===== config.mk =====
export PLATFORM = sky130hd
export DESIGN_NAME = adc_conversion_control
export DESIGN_NICKNAME = d
export VERILOG_FILES = /design/src/hdl/adc_conversion_control_pkg.sv /design/src/hdl/cal_byte_store.sv /design/src/hdl/adc_conversion_control.sv
export VERILOG_INCLUDE_DIRS = /design/src /design/src/hdl
export SDC_FILE = /design/constraint.sdc
export NUM_CORES = 1
export LEC_CHECK = 0
export BUFFER_PORTS_ARGS = -buffer_cell sky130_fd_sc_hd__buf_2
export CAP_MARGIN = 25
export CORE_AREA = 2 2 110 112
export CTS_CLUSTER_SIZE = 12
export DETAILED_ROUTE_END_ITERATION = 10
export DIE_AREA = 0 0 112 114
export GPL_TIMING_DRIVEN = 0
export HOLD_SLACK_MARGIN = 0.03
export PLACE_DENSITY = 0.75
export SYNTH_ARGS = -nofsm -noshare
export SYNTH_HDL_FRONTEND = slang
export SYNTH_SLANG_ARGS = --single-unit

===== constraint.sdc =====
create_clock -name clk_sys -period 5.3 [get_ports clk_sys]
set_input_delay 1.59 -clock clk_sys [delete_from_list [all_inputs] [get_ports clk_sys]]
set_output_delay 1.59 -clock clk_sys [all_outputs]
set_load 0.03 [all_outputs]

===== src/hdl/adc_conversion_control_consts.svh =====
// Purpose: offsets, field positions, reset values and counts of the
//          converter control block
// Assumes: byte addresses on a 32-bit Avalon-MM slave port
// Notes:   included by the control design file and by the test bench
`ifndef ADC_CONVERSION_CONTROL_CONSTS_SVH
`define ADC_CONVERSION_CONTROL_CONSTS_SVH

// ****************************************************************
// register byte offsets
// ****************************************************************
`define OFS_CONTROL 7'h00
`define OFS_RESULT 7'h04
`define OFS_IRQ_STATUS 7'h08
`define OFS_IRQ_MASK 7'h0c
`define OFS_CAL_BASE 7'h40

// ****************************************************************
// control field positions
// ****************************************************************
`define CTRL_GO_BIT 0
`define CTRL_REPEAT_BIT 1
`define CTRL_ENABLE_BIT 2
`define CTRL_SEL_LSB 4
`define CTRL_SEL_MSB 6

// ****************************************************************
// reset values
// ****************************************************************
`define CTRL_RESET 8'h00
`define MASK_RESET 1'b0
`define RESULT_RESET 11'h000

// ****************************************************************
// counts
// ****************************************************************
`define CONV_CYCLES 256
`define INPUT_COUNT 8
`define CAL_BYTES 9
`define RESULT_BITS 11

`endif


===== src/hdl/adc_conversion_control_pkg.sv =====
// Purpose: types shared by the converter control files
// Assumes: constants come from the consts header
// Notes:   fields are packed so they travel as one carrier
package adc_conversion_control_pkg;

  // ****************************************************************
  // control register layout
  // ****************************************************************
  typedef struct packed {
    logic [2:0] inputSel;
    logic enable;
    logic repeat_conversion_sel;
    logic conversion_go;
  } ctrl_t;

  // ****************************************************************
  // one finished conversion
  // ****************************************************************
  typedef struct packed {
    logic [7:0] result_high_byte;
    logic [7:0] result_low_byte;
  } result_t;

  // ****************************************************************
  // converter sequencing states
  // ****************************************************************
  typedef enum logic [0:0] {
    ST_IDLE,
    ST_CONVERT
  } conv_state_t;

  // ****************************************************************
  // bus access phases
  // ****************************************************************
  typedef enum logic [1:0] {
    BUS_IDLE,
    BUS_FETCH,
    BUS_ANSWER
  } bus_phase_t;

endpackage


===== src/hdl/cal_byte_store.sv =====
// Purpose: small store for the calibration bytes
// Assumes: one write port, one read port, same clock
// Notes:   read data come out of a register one edge after the address
module cal_byte_store #(
  parameter int DEPTH = 9,
  parameter int ADDR_W = 4
) (
  input wire logic clk_sys,
  input wire logic arst_n,
  input wire logic writeEn,
  input wire logic [ADDR_W-1:0] writeAddr,
  input wire logic [7:0] writeData,
  input wire logic [ADDR_W-1:0] readAddr,
  output logic [7:0] readData
);

  logic [7:0] mem [DEPTH];

  // ****************************************************************
  // storage
  // ****************************************************************
  // cleared at reset so an unprogrammed part reads zero, not unknown
  always_ff @(posedge clk_sys or negedge arst_n) begin
    if (!arst_n) begin
      for (int i = 0; i < DEPTH; i++) begin
        mem[i] <= 8'h00;
      end
    end else if (writeEn && (int'(writeAddr) < DEPTH)) begin
      mem[writeAddr] <= writeData;
    end
  end

  always_ff @(posedge clk_sys or negedge arst_n) begin
    if (!arst_n) begin
      readData <= 8'h00;
    end else if (int'(readAddr) < DEPTH) begin
      readData <= mem[readAddr];
    end else begin
      readData <= 8'h00;
    end
  end

endmodule // cal_byte_store


===== src/hdl/adc_conversion_control.sv =====
// Purpose: control logic of a sigma-delta converter behind an
//          Avalon-MM slave
// Assumes: modulator bit stream arrives asynchronously on a pin
// Notes:   every access answers on the third edge after it starts
`include "adc_conversion_control_consts.svh"

module adc_conversion_control
  import adc_conversion_control_pkg::*;
#(
  parameter int CONV_LEN = `CONV_CYCLES,
  parameter int ADDR_W = 7
) (
  input wire logic clk_sys,
  input wire logic arst_n,
  input wire logic [ADDR_W-1:0] avs_address,
  input wire logic avs_read,
  input wire logic avs_write,
  input wire logic [31:0] avs_writedata,
  input wire logic [3:0] avs_byteenable,
  output logic [31:0] avs_readdata,
  output logic avs_waitrequest,
  input wire logic modulatorBit,
  output logic [2:0] analogInSel,
  output logic converterOn,
  output logic irq
);

  localparam int CNT_W = $clog2(CONV_LEN);
  localparam int ONES_W = CNT_W + 1;
  localparam logic [CNT_W-1:0] LAST_COUNT = CNT_W'(CONV_LEN - 1);
  // word index of the first calibration byte
  localparam logic [ADDR_W-3:0] CAL_WORD =
    (ADDR_W-2)'(`OFS_CAL_BASE >> 2);

  // ****************************************************************
  // declarations
  // ****************************************************************
  ctrl_t ctrl;
  result_t result;
  conv_state_t state;
  bus_phase_t busPhase;
  logic irqStatus;
  logic irqMask;
  logic modMeta;
  logic modSync;
  logic [CNT_W-1:0] convCount;
  logic [ONES_W-1:0] onesCount;
  logic [ONES_W-1:0] onesFinal;
  logic [`RESULT_BITS-1:0] signedResult;
  logic convDone;
  logic firstDone;
  logic request;
  logic commit;
  logic commitWrite;
  logic commitRead;
  logic lane0;
  logic hitControl;
  logic hitResult;
  logic hitStatus;
  logic hitMask;
  logic hitCal;
  logic [3:0] calIndex;
  logic [7:0] calReadData;
  logic [31:0] next_readdata;
  logic goWrite;
  logic [7:0] highPart;
  logic [7:0] lowPart;

  // ****************************************************************
  // address decode
  // ****************************************************************
  assign request = avs_read || avs_write;
  // the access takes effect only at the edge that sees waitrequest low
  assign commit = request && (busPhase == BUS_ANSWER);
  assign commitWrite = commit && avs_write;
  assign commitRead = commit && avs_read;
  assign lane0 = avs_byteenable[0];
  assign hitControl = (avs_address == `OFS_CONTROL);
  assign hitResult = (avs_address == `OFS_RESULT);
  assign hitStatus = (avs_address == `OFS_IRQ_STATUS);
  assign hitMask = (avs_address == `OFS_IRQ_MASK);
  assign calIndex = 4'(avs_address[ADDR_W-1:2] - CAL_WORD);
  assign hitCal = (avs_address >= `OFS_CAL_BASE) &&
                  (avs_address[1:0] == 2'h0) &&
                  (int'(avs_address - `OFS_CAL_BASE) < 4 * `CAL_BYTES);
  assign goWrite = commitWrite && hitControl && lane0;

  // ****************************************************************
  // bus handshake
  // ****************************************************************
  // two wait cycles for every access so the calibration store's
  // registered read has time to settle before readdata is loaded
  always_ff @(posedge clk_sys or negedge arst_n) begin
    if (!arst_n) begin
      busPhase <= BUS_IDLE;
    end else begin
      case (busPhase)
        BUS_IDLE: begin
          if (request) begin
            busPhase <= BUS_FETCH;
          end
        end
        BUS_FETCH: begin
          busPhase <= BUS_ANSWER;
        end
        BUS_ANSWER: begin
          busPhase <= BUS_IDLE;
        end
        default: begin
          busPhase <= BUS_IDLE;
        end
      endcase
    end
  end

  // a register of its own, low for exactly the answer cycle
  always_ff @(posedge clk_sys or negedge arst_n) begin
    if (!arst_n) begin
      avs_waitrequest <= 1'b1;
    end else begin
      avs_waitrequest <= (busPhase != BUS_FETCH);
    end
  end

  // ****************************************************************
  // read data
  // ****************************************************************
  always_comb begin
    next_readdata = 32'h0000_0000;
    if (hitControl) begin
      next_readdata[`CTRL_GO_BIT] = ctrl.conversion_go;
      next_readdata[`CTRL_REPEAT_BIT] = ctrl.repeat_conversion_sel;
      next_readdata[`CTRL_ENABLE_BIT] = ctrl.enable;
      next_readdata[`CTRL_SEL_MSB:`CTRL_SEL_LSB] = ctrl.inputSel;
    end else if (hitResult) begin
      next_readdata[15:0] = result;
    end else if (hitStatus) begin
      next_readdata[0] = irqStatus;
    end else if (hitMask) begin
      next_readdata[0] = irqMask;
    end else if (hitCal) begin
      next_readdata[7:0] = calReadData;
    end
  end

  // loaded one edge early so it already stands when waitrequest drops
  always_ff @(posedge clk_sys or negedge arst_n) begin
    if (!arst_n) begin
      avs_readdata <= 32'h0000_0000;
    end else if (busPhase == BUS_FETCH) begin
      avs_readdata <= next_readdata;
    end
  end

  // ****************************************************************
  // control register
  // ****************************************************************
  always_ff @(posedge clk_sys or negedge arst_n) begin
    if (!arst_n) begin
      ctrl <= ctrl_t'(6'(`CTRL_RESET));
    end else begin
      if (goWrite) begin
        ctrl.repeat_conversion_sel <=
          avs_writedata[`CTRL_REPEAT_BIT];
        ctrl.enable <= avs_writedata[`CTRL_ENABLE_BIT];
        ctrl.inputSel <= avs_writedata[`CTRL_SEL_MSB:`CTRL_SEL_LSB];
      end
      if (firstDone || (state == ST_CONVERT && !ctrl.enable)) begin
        // hardware clear wins; a go written while idle and enabled starts a new window
        ctrl.conversion_go <= 1'b0;
      end else if (goWrite) begin
        // go only takes while the converter is (being) enabled
        ctrl.conversion_go <= avs_writedata[`CTRL_GO_BIT] &&
                              avs_writedata[`CTRL_ENABLE_BIT];
      end
    end
  end

  // ****************************************************************
  // modulator input and pin outputs
  // ****************************************************************
  always_ff @(posedge clk_sys or negedge arst_n) begin
    if (!arst_n) begin
      modMeta <= 1'b0;
      modSync <= 1'b0;
    end else begin
      modMeta <= modulatorBit;
      modSync <= modMeta;
    end
  end

  // a single 3-bit select means exactly one input is ever routed
  always_ff @(posedge clk_sys or negedge arst_n) begin
    if (!arst_n) begin
      analogInSel <= 3'h0;
    end else begin
      analogInSel <= ctrl.inputSel;
    end
  end

  // registered so the analog side never sees a decode glitch
  always_ff @(posedge clk_sys or negedge arst_n) begin
    if (!arst_n) begin
      converterOn <= 1'b0;
    end else begin
      converterOn <= ctrl.enable;
    end
  end

  // ****************************************************************
  // conversion sequencing
  // ****************************************************************
  // enable in the term makes a disable abort the window at once
  assign convDone = (state == ST_CONVERT) && ctrl.enable &&
                    (convCount == LAST_COUNT);
  assign firstDone = convDone && ctrl.conversion_go;
  assign onesFinal = onesCount + ONES_W'(modSync);
  // twice the ones count less the window length gives a signed value
  assign signedResult = `RESULT_BITS'({onesFinal, 1'b0}) -
                        `RESULT_BITS'(CONV_LEN);
  // low byte keeps its spare bits zero so it reads as a left-aligned
  // fraction; software can join both bytes without masking
  assign highPart = signedResult[10:3];
  assign lowPart = {signedResult[2:0], 5'h00};

  always_ff @(posedge clk_sys or negedge arst_n) begin
    if (!arst_n) begin
      state <= ST_IDLE;
    end else begin
      case (state)
        ST_IDLE: begin
          if (ctrl.conversion_go && ctrl.enable) begin
            state <= ST_CONVERT;
          end
        end
        ST_CONVERT: begin
          if (!ctrl.enable) begin
            state <= ST_IDLE;
          end else if (convDone && !ctrl.repeat_conversion_sel) begin
            // clearing repeat lets the running window finish
            state <= ST_IDLE;
          end
        end
        default: begin
          state <= ST_IDLE;
        end
      endcase
    end
  end

  always_ff @(posedge clk_sys or negedge arst_n) begin
    if (!arst_n) begin
      convCount <= '0;
    end else if (state != ST_CONVERT || convDone) begin
      // counter wraps so repeated windows sit back to back
      convCount <= '0;
    end else begin
      convCount <= convCount + CNT_W'(1);
    end
  end

  // the ones tally spans exactly the window that convCount measures
  always_ff @(posedge clk_sys or negedge arst_n) begin
    if (!arst_n) begin
      onesCount <= '0;
    end else if (state != ST_CONVERT || convDone) begin
      onesCount <= '0;
    end else begin
      onesCount <= onesFinal;
    end
  end

  // ****************************************************************
  // result register
  // ****************************************************************
  always_ff @(posedge clk_sys or negedge arst_n) begin
    if (!arst_n) begin
      result <= '0;
    end else if (convDone) begin
      result.result_high_byte <= highPart;
      result.result_low_byte <= lowPart;
    end
  end

  // ****************************************************************
  // interrupt
  // ****************************************************************
  // convDone already requires enable, so a disabled converter cannot
  // post; disabling never touches a pending bit
  always_ff @(posedge clk_sys or negedge arst_n) begin
    if (!arst_n) begin
      irqStatus <= 1'b0;
    end else if (convDone) begin
      irqStatus <= 1'b1;
    end else if (commitRead && hitStatus) begin
      irqStatus <= 1'b0;
    end
  end

  // the mask gates only the pin; status keeps recording events
  always_ff @(posedge clk_sys or negedge arst_n) begin
    if (!arst_n) begin
      irqMask <= `MASK_RESET;
    end else if (commitWrite && hitMask && lane0) begin
      irqMask <= avs_writedata[0];
    end
  end

  always_ff @(posedge clk_sys or negedge arst_n) begin
    if (!arst_n) begin
      irq <= 1'b0;
    end else begin
      irq <= irqStatus && irqMask;
    end
  end

  // ****************************************************************
  // calibration bytes
  // ****************************************************************
  // three reference types, each offset then gain high then gain low
  cal_byte_store #(
    .DEPTH(`CAL_BYTES),
    .ADDR_W(4)
  ) u_cal (
    .clk_sys(clk_sys),
    .arst_n(arst_n),
    .writeEn(commitWrite && hitCal && lane0),
    .writeAddr(calIndex),
    .writeData(avs_writedata[7:0]),
    .readAddr(calIndex),
    .readData(calReadData)
  );

endmodule // adc_conversion_control


# ---- After elaboration in Yosys (flattened, before gate mapping)
# Index checks and enable logic that the tools add are counted.
dict set report op_classes {
  bitwise_logic 2
  eq_ne 8
  magnitude_cmp 5
  reduce_logical 32
  n_addsub 5
  muxes 30
}
# cell count
set op_table {}
lappend op_table {{$bwmux 72} 1}
lappend op_table {{$mux 8} 8}
lappend op_table {{$bmux 8 s4} 1}
lappend op_table {{$demux 8 s4} 1}
lappend op_table {{$logic_and 1x1->1} 22}
lappend op_table {{$mux 9} 2}
lappend op_table {{$eq 7x4->1 const B} 2}
lappend op_table {{$mux 7} 2}
lappend op_table {{$sub 10x9->11 const B} 1}
lappend op_table {{$mux 1} 10}
lappend op_table {{$add 9x1->9} 1}
lappend op_table {{$add 8x1->8 const B} 1}
lappend op_table {{$eq 8x8->1 const B} 1}
lappend op_table {{$lt 8x7->1 const B} 1}
lappend op_table {{$sub 7x7->8 const B} 1}
lappend op_table {{$eq 7x3->1 const B} 1}
lappend op_table {{$ge 7x7->1 const B} 1}
lappend op_table {{$logic_not 7->1} 1}
lappend op_table {{$mux 3} 2}
lappend op_table {{$ge 5x5->1 const B} 1}
lappend op_table {{$lt 5x1->1 const B} 1}
lappend op_table {{$not 4->5} 1}
lappend op_table {{$logic_not 2->1} 2}
lappend op_table {{$lt 4x4->1 const B} 1}
lappend op_table {{other kinds (12)} 16}
dict set report totals {
  inputBits 48
  regBits 143
  out_inout_bits 38
  word_cells 111
}

# ---- Depth between registers and ports, before layout
dict set report depth {
  ltp_word 8
  mapped_depth 7
  ltp_nobuf 7
}

# ---- By module
# A second synthesis with hierarchy kept.
dict set report hier_totals {
  cells_unflattened 494
  area_unflattened_um2 6388.6
}
# mod cells_each seq_area_each_um2 n_inst area_each_um2
set modules_own_cells {}
lappend modules_own_cells {cal_byte_store 242 2001.9 1 3613.5}
lappend modules_own_cells {adc_conversion_control 252 1552.7 1 2775.2}

# ---- Worst setup path before layout
# Ideal clock, no wire load.
dict set report synth_path {
  kind {input to register}
  from {input avs_address[2]}
  to {register u_cal.mem[3] (netlist name)}
  t_required_ns 5.175
  path_buffers 2
  setup_time_ns 0.125
  stages 5
  path_slack_ns 2.289
  arrival_time_ns 2.886
  cell_sequence {buf_2 > nor4b_4 > and3_1 > buf_2 > mux2_2}
}
dict set report synth_between {
  elab_chain_len 7
  elab_cells_between_ends 17
  classes_between {add/sub: 2; order compare: 5; mux: 3; bitwise: 1; reduce/logical: 6}
}
# element line
set synth_rtl {}
lappend synth_rtl {{from (decl)} adc_conversion_control.sv:15} ;# input wire logic [ADDR_W-1:0] avs_address,
lappend synth_rtl {{$sub 4x1->4} adc_conversion_control.sv:82} ;# assign calIndex = 4'(avs_address[ADDR_W-1:2] - CAL_WORD);
lappend synth_rtl {{$not 4->5 (not written as such)} cal_byte_store.sv:29} ;# mem[writeAddr] <= writeData;
lappend synth_rtl {{$ge 5x5->1 (not written as such) or $lt 5x1->1 (tied branches)} cal_byte_store.sv:29}
lappend synth_rtl {{$logic_and 1x1->1 (not written as such)} cal_byte_store.sv:29}
lappend synth_rtl {{$mux 8 (not written as such)} cal_byte_store.sv:29}
lappend synth_rtl {{$demux 8 s4} cal_byte_store.sv:29}
lappend synth_rtl {{$bwmux 72} cal_byte_store.sv:29}
lappend synth_rtl {{to (signal, indexed assignment)} cal_byte_store.sv:29}
lappend synth_rtl {{to (decl)} cal_byte_store.sv:17} ;# logic [7:0] mem [DEPTH];
# Several ways; a longest one is shown, not always the timed one.
# A chain may end at the register's enable or synchronous reset.

# ---- Worst setup path after layout
dict set report layout_path {
  from {input avs_address[2]}
  to {register u_cal.readData[5]}
}
dict set report layout_between {
  elab_chain_len 6
  elab_cells_between_ends 7
  classes_between {add/sub: 1; order compare: 1; mux: 4; bitwise: 1}
}
# element line
set layout_rtl {}
lappend layout_rtl {{$sub 4x1->4 (*)} adc_conversion_control.sv:82}
lappend layout_rtl {{$not 4->5 (not written as such)} cal_byte_store.sv:37} ;# readData <= mem[readAddr];
lappend layout_rtl {{$bmux 8 s4} cal_byte_store.sv:37}
lappend layout_rtl {{$mux 8 (not written as such) (2 in a row)} cal_byte_store.sv:37}
lappend layout_rtl {{$mux 8 (*)} cal_byte_store.sv:36} ;# end else if (int'(readAddr) < DEPTH) begin
lappend layout_rtl {{to (signal assigned)} cal_byte_store.sv:37}
lappend layout_rtl {{to (decl)} cal_byte_store.sv:14} ;# output logic [7:0] readData
# Mark *: on every way between the ends. The rest lies on a longest branch, timed or not. The select of a mux whose other input is x is not followed.

==> metrics.txt <==
PD cells=between 300 and 400 nW/um^2; crit path kind=input pin to register; DRC errors left=0; number of placed I/O pins=86; clock-pin slew on the worst setup and hold paths=60 ps; launch point of the worst path=avs_address[2]; critical path endpoint=u_cal.readData[5]; slowest stage delay, CP=roughly 470 ps; R2R Path Start=convCount[0]; routed length per instance=18.2 um; HP Start=modMeta; R2R Path End=convCount[5]; initial antenna violation count=0; Core Util, Final=0.620; Hold Vio Cnt, Final=0; HP Class=register to register; commonest non-fill, non-tap cell in the layout=dfrtp_1; fillcell total=about 910; Worst setup EP type=register; CP max FO=10; most frequent cells in the layout=dfrtp_1, mux2_2, buf_2, nand2_1, nor2_1; largest net degree at the start of global routing=around 110; EDFF count, synth=0; Row Count=40; Tmin final=between 3000 and 4000 ps; core area=around 12,000 um^2; die width=about 110 um; ANT cells=0; Seq cells post-synth=roughly 140; DRT Pass-1 Iters=4; vias=~4,000; post-DP HPWL=8840 um; Leak=between 0.003 and 0.004 uW; Clock Skew=about 3.9 ps; post-synthesis area per instance=around 13 um^2; GPL Wtd Cong=0.801; Cell Chain, Critical Path=buf_2 > buf_2 > clkbuf_1 > clkbuf_1 > a31oi_1 > o221ai_1 > nand2_1; DR vias/cell=between 5 and 6; Placed Instances=roughly 680; post-synth top area cell=dfrtp_1; DRT Wirelength=~13,000 um; setup TNS=0 ps; synth warn=0; crit share post-route=0.570; vias in the first global route=a little over 4,000; hold_buf cts=0; Mapped Area=roughly 6300 um^2; crit path launch type=input pin; Slowest-stage cell, CP=clkbuf_1; status=completed; CTS tree=yes; Max VDD drop=between 0.3 and 0.4 mV; CP Data Arrival Time=3310 ps; GRT overflow=0; CTS Buf Count=17; Synth Flop Type=dfrtp_1; async set-reset flop share out of synthesis=1.00; worst r2r path cells=5; Synth Instances=between 400 and 500; Max Cap Violations=0; Max Slew Vio Count=0; first-pass GRT wire length=21,400 um; top cells by area, synth=dfrtp_1, mux2_2, mux4_2; final antenna-violating net count=0; Final setup viols=0; Synth cell types=roughly 50; layout cells sized above 1=0.357; Area growth syn-to-layout=15.6%; nets@finish=between 600 and 700; Synth top area share=0.562; Starting DRT DRC Count=384; post-synthesis sequential area ratio=0.566; WP data required=approximately 5600 ps; worst-skew pair later-pin latency=between 400 and 500 ps; Finished Layout Cells=between 700 and 800; IO buf count=37; worst rel slew slack=0.312; post-CTS setup buffer count=0; CTS resizes=0; Die Y-Extent=between 100 and 150 um; H-tree lvl count=4; worst slew pin tran=just over 1000 ps; clk root buf=clkbuf_16; RSZ-0062 raised after global routing=false; Achievable Freq=~330 MHz; CTS Sinks=142; Die ar.=12,800 um^2; gr usage total=0.220; Clock Tree Buf Depth=2; initial core utilization=0.536; reg-to-reg slack, setup=between 2000 and 3000 ps
## stage by stage
stage	hold WS, ps	area, um^2	setup WS [ps]	total power, uW
after global routing	383	7260	2120	2510
after floorplan	331	6340	2290	1300
after CTS	377	7260	2300	2430
after global placement	347	6710	818	1370
final	369	7260	2280	2410
after detailed placement	347	6740	1860	1380
## report_power, final
part,total [uW],switching (uW),internal [uW],leakage [uW]
registers,1140,21.9,1120,0.00196
clock network,1050,419,629,0.000261
logic,221,151,70.1,0.00147
## final cells by class
cell class | count | area, um^2 | share of cell area
sequential | 142 | 3550 | 0.489
clock buffer | 25 | 485 | 0.0668
timing repair buffer | 38 | 219 | 0.0301
buffer | 43 | 245 | 0.0338
tap | 147 | 184 | 0.0253
clock inverter | 7 | 37.5 | 0.00517
multi-input combinational | 301 | 2500 | 0.344
inverter | 10 | 37.5 | 0.00517
## synth_stat cells, types with 2 or more instances
cell type	count
a21o_1	2
a21oi_1	8
a22o_1	9
a31oi_1	8
a32oi_1	5
and3_1	4
buf_1	5
buf_2	13
buf_4	16
clkbuf_1	8
dfrtp_1	141
ha_1	4
inv_1	10
mux2_2	81
mux2_4	8
mux2i_1	9
mux4_2	8
nand2_1	35
nand2b_1	5
nand3_1	7
nand4_1	4
nor2_1	29
nor2_2	2
nor2b_1	5
nor3_1	6
o21ai_0	4
o221ai_1	8
o31ai_1	3
or3_1	2
xnor2_1	8
xor2_1	4
## worst max-delay path, delay by kind of cell
family          cells  cell delay (ps)
buf+inv             4             1340
compound gates      2              310
simple gates        1               80
## logic make-up after synthesis
logic type / Yosys count / share of synthesized area
AO/OA/AOI/OAI: 53 / 0.0621
XOR/XNOR: 12 / 0.0167
adder cells (fa/ha/maj): 4 / 0.00797
buffers and inverters: 53 / 0.0450
flip-flops: 142 / 0.566
multiplexers: 106 / 0.207
other: 1 / 0.000597
AND/OR/NAND/NOR: 110 / 0.0944
## registers in the layout (all words and copies together) (netlist names), 2 cells and up
| signal | flops |
|---|---|
| u_cal.mem | 72 |
| avs_readdata | 16 |
| result | 10 |
| onesCount | 9 |
| convCount | 8 |
| u_cal.readData | 8 |
| ctrl | 6 |
| analogInSel | 3 |
| busPhase | 2 |
## routing by layer
metal,wire [um],vias up,GRT usage
li1,-,1834,-
met2,6310,104,0.353
met5,0,-,0
met1,5880,2017,0.293
met4,132,0,0.0683
met3,661,11,0.0670
## worst min path at each step
stage	endpoint	slack, ps	cells after the start
final	modSync	370	0
after global routing	modSync	380	0
after CTS	modSync	380	0
after detailed placement	modSync	350	0
after global placement	modSync	350	0
after floorplan	modSync	330	0
No activity file was read; power rests on OpenSTA's default activity.
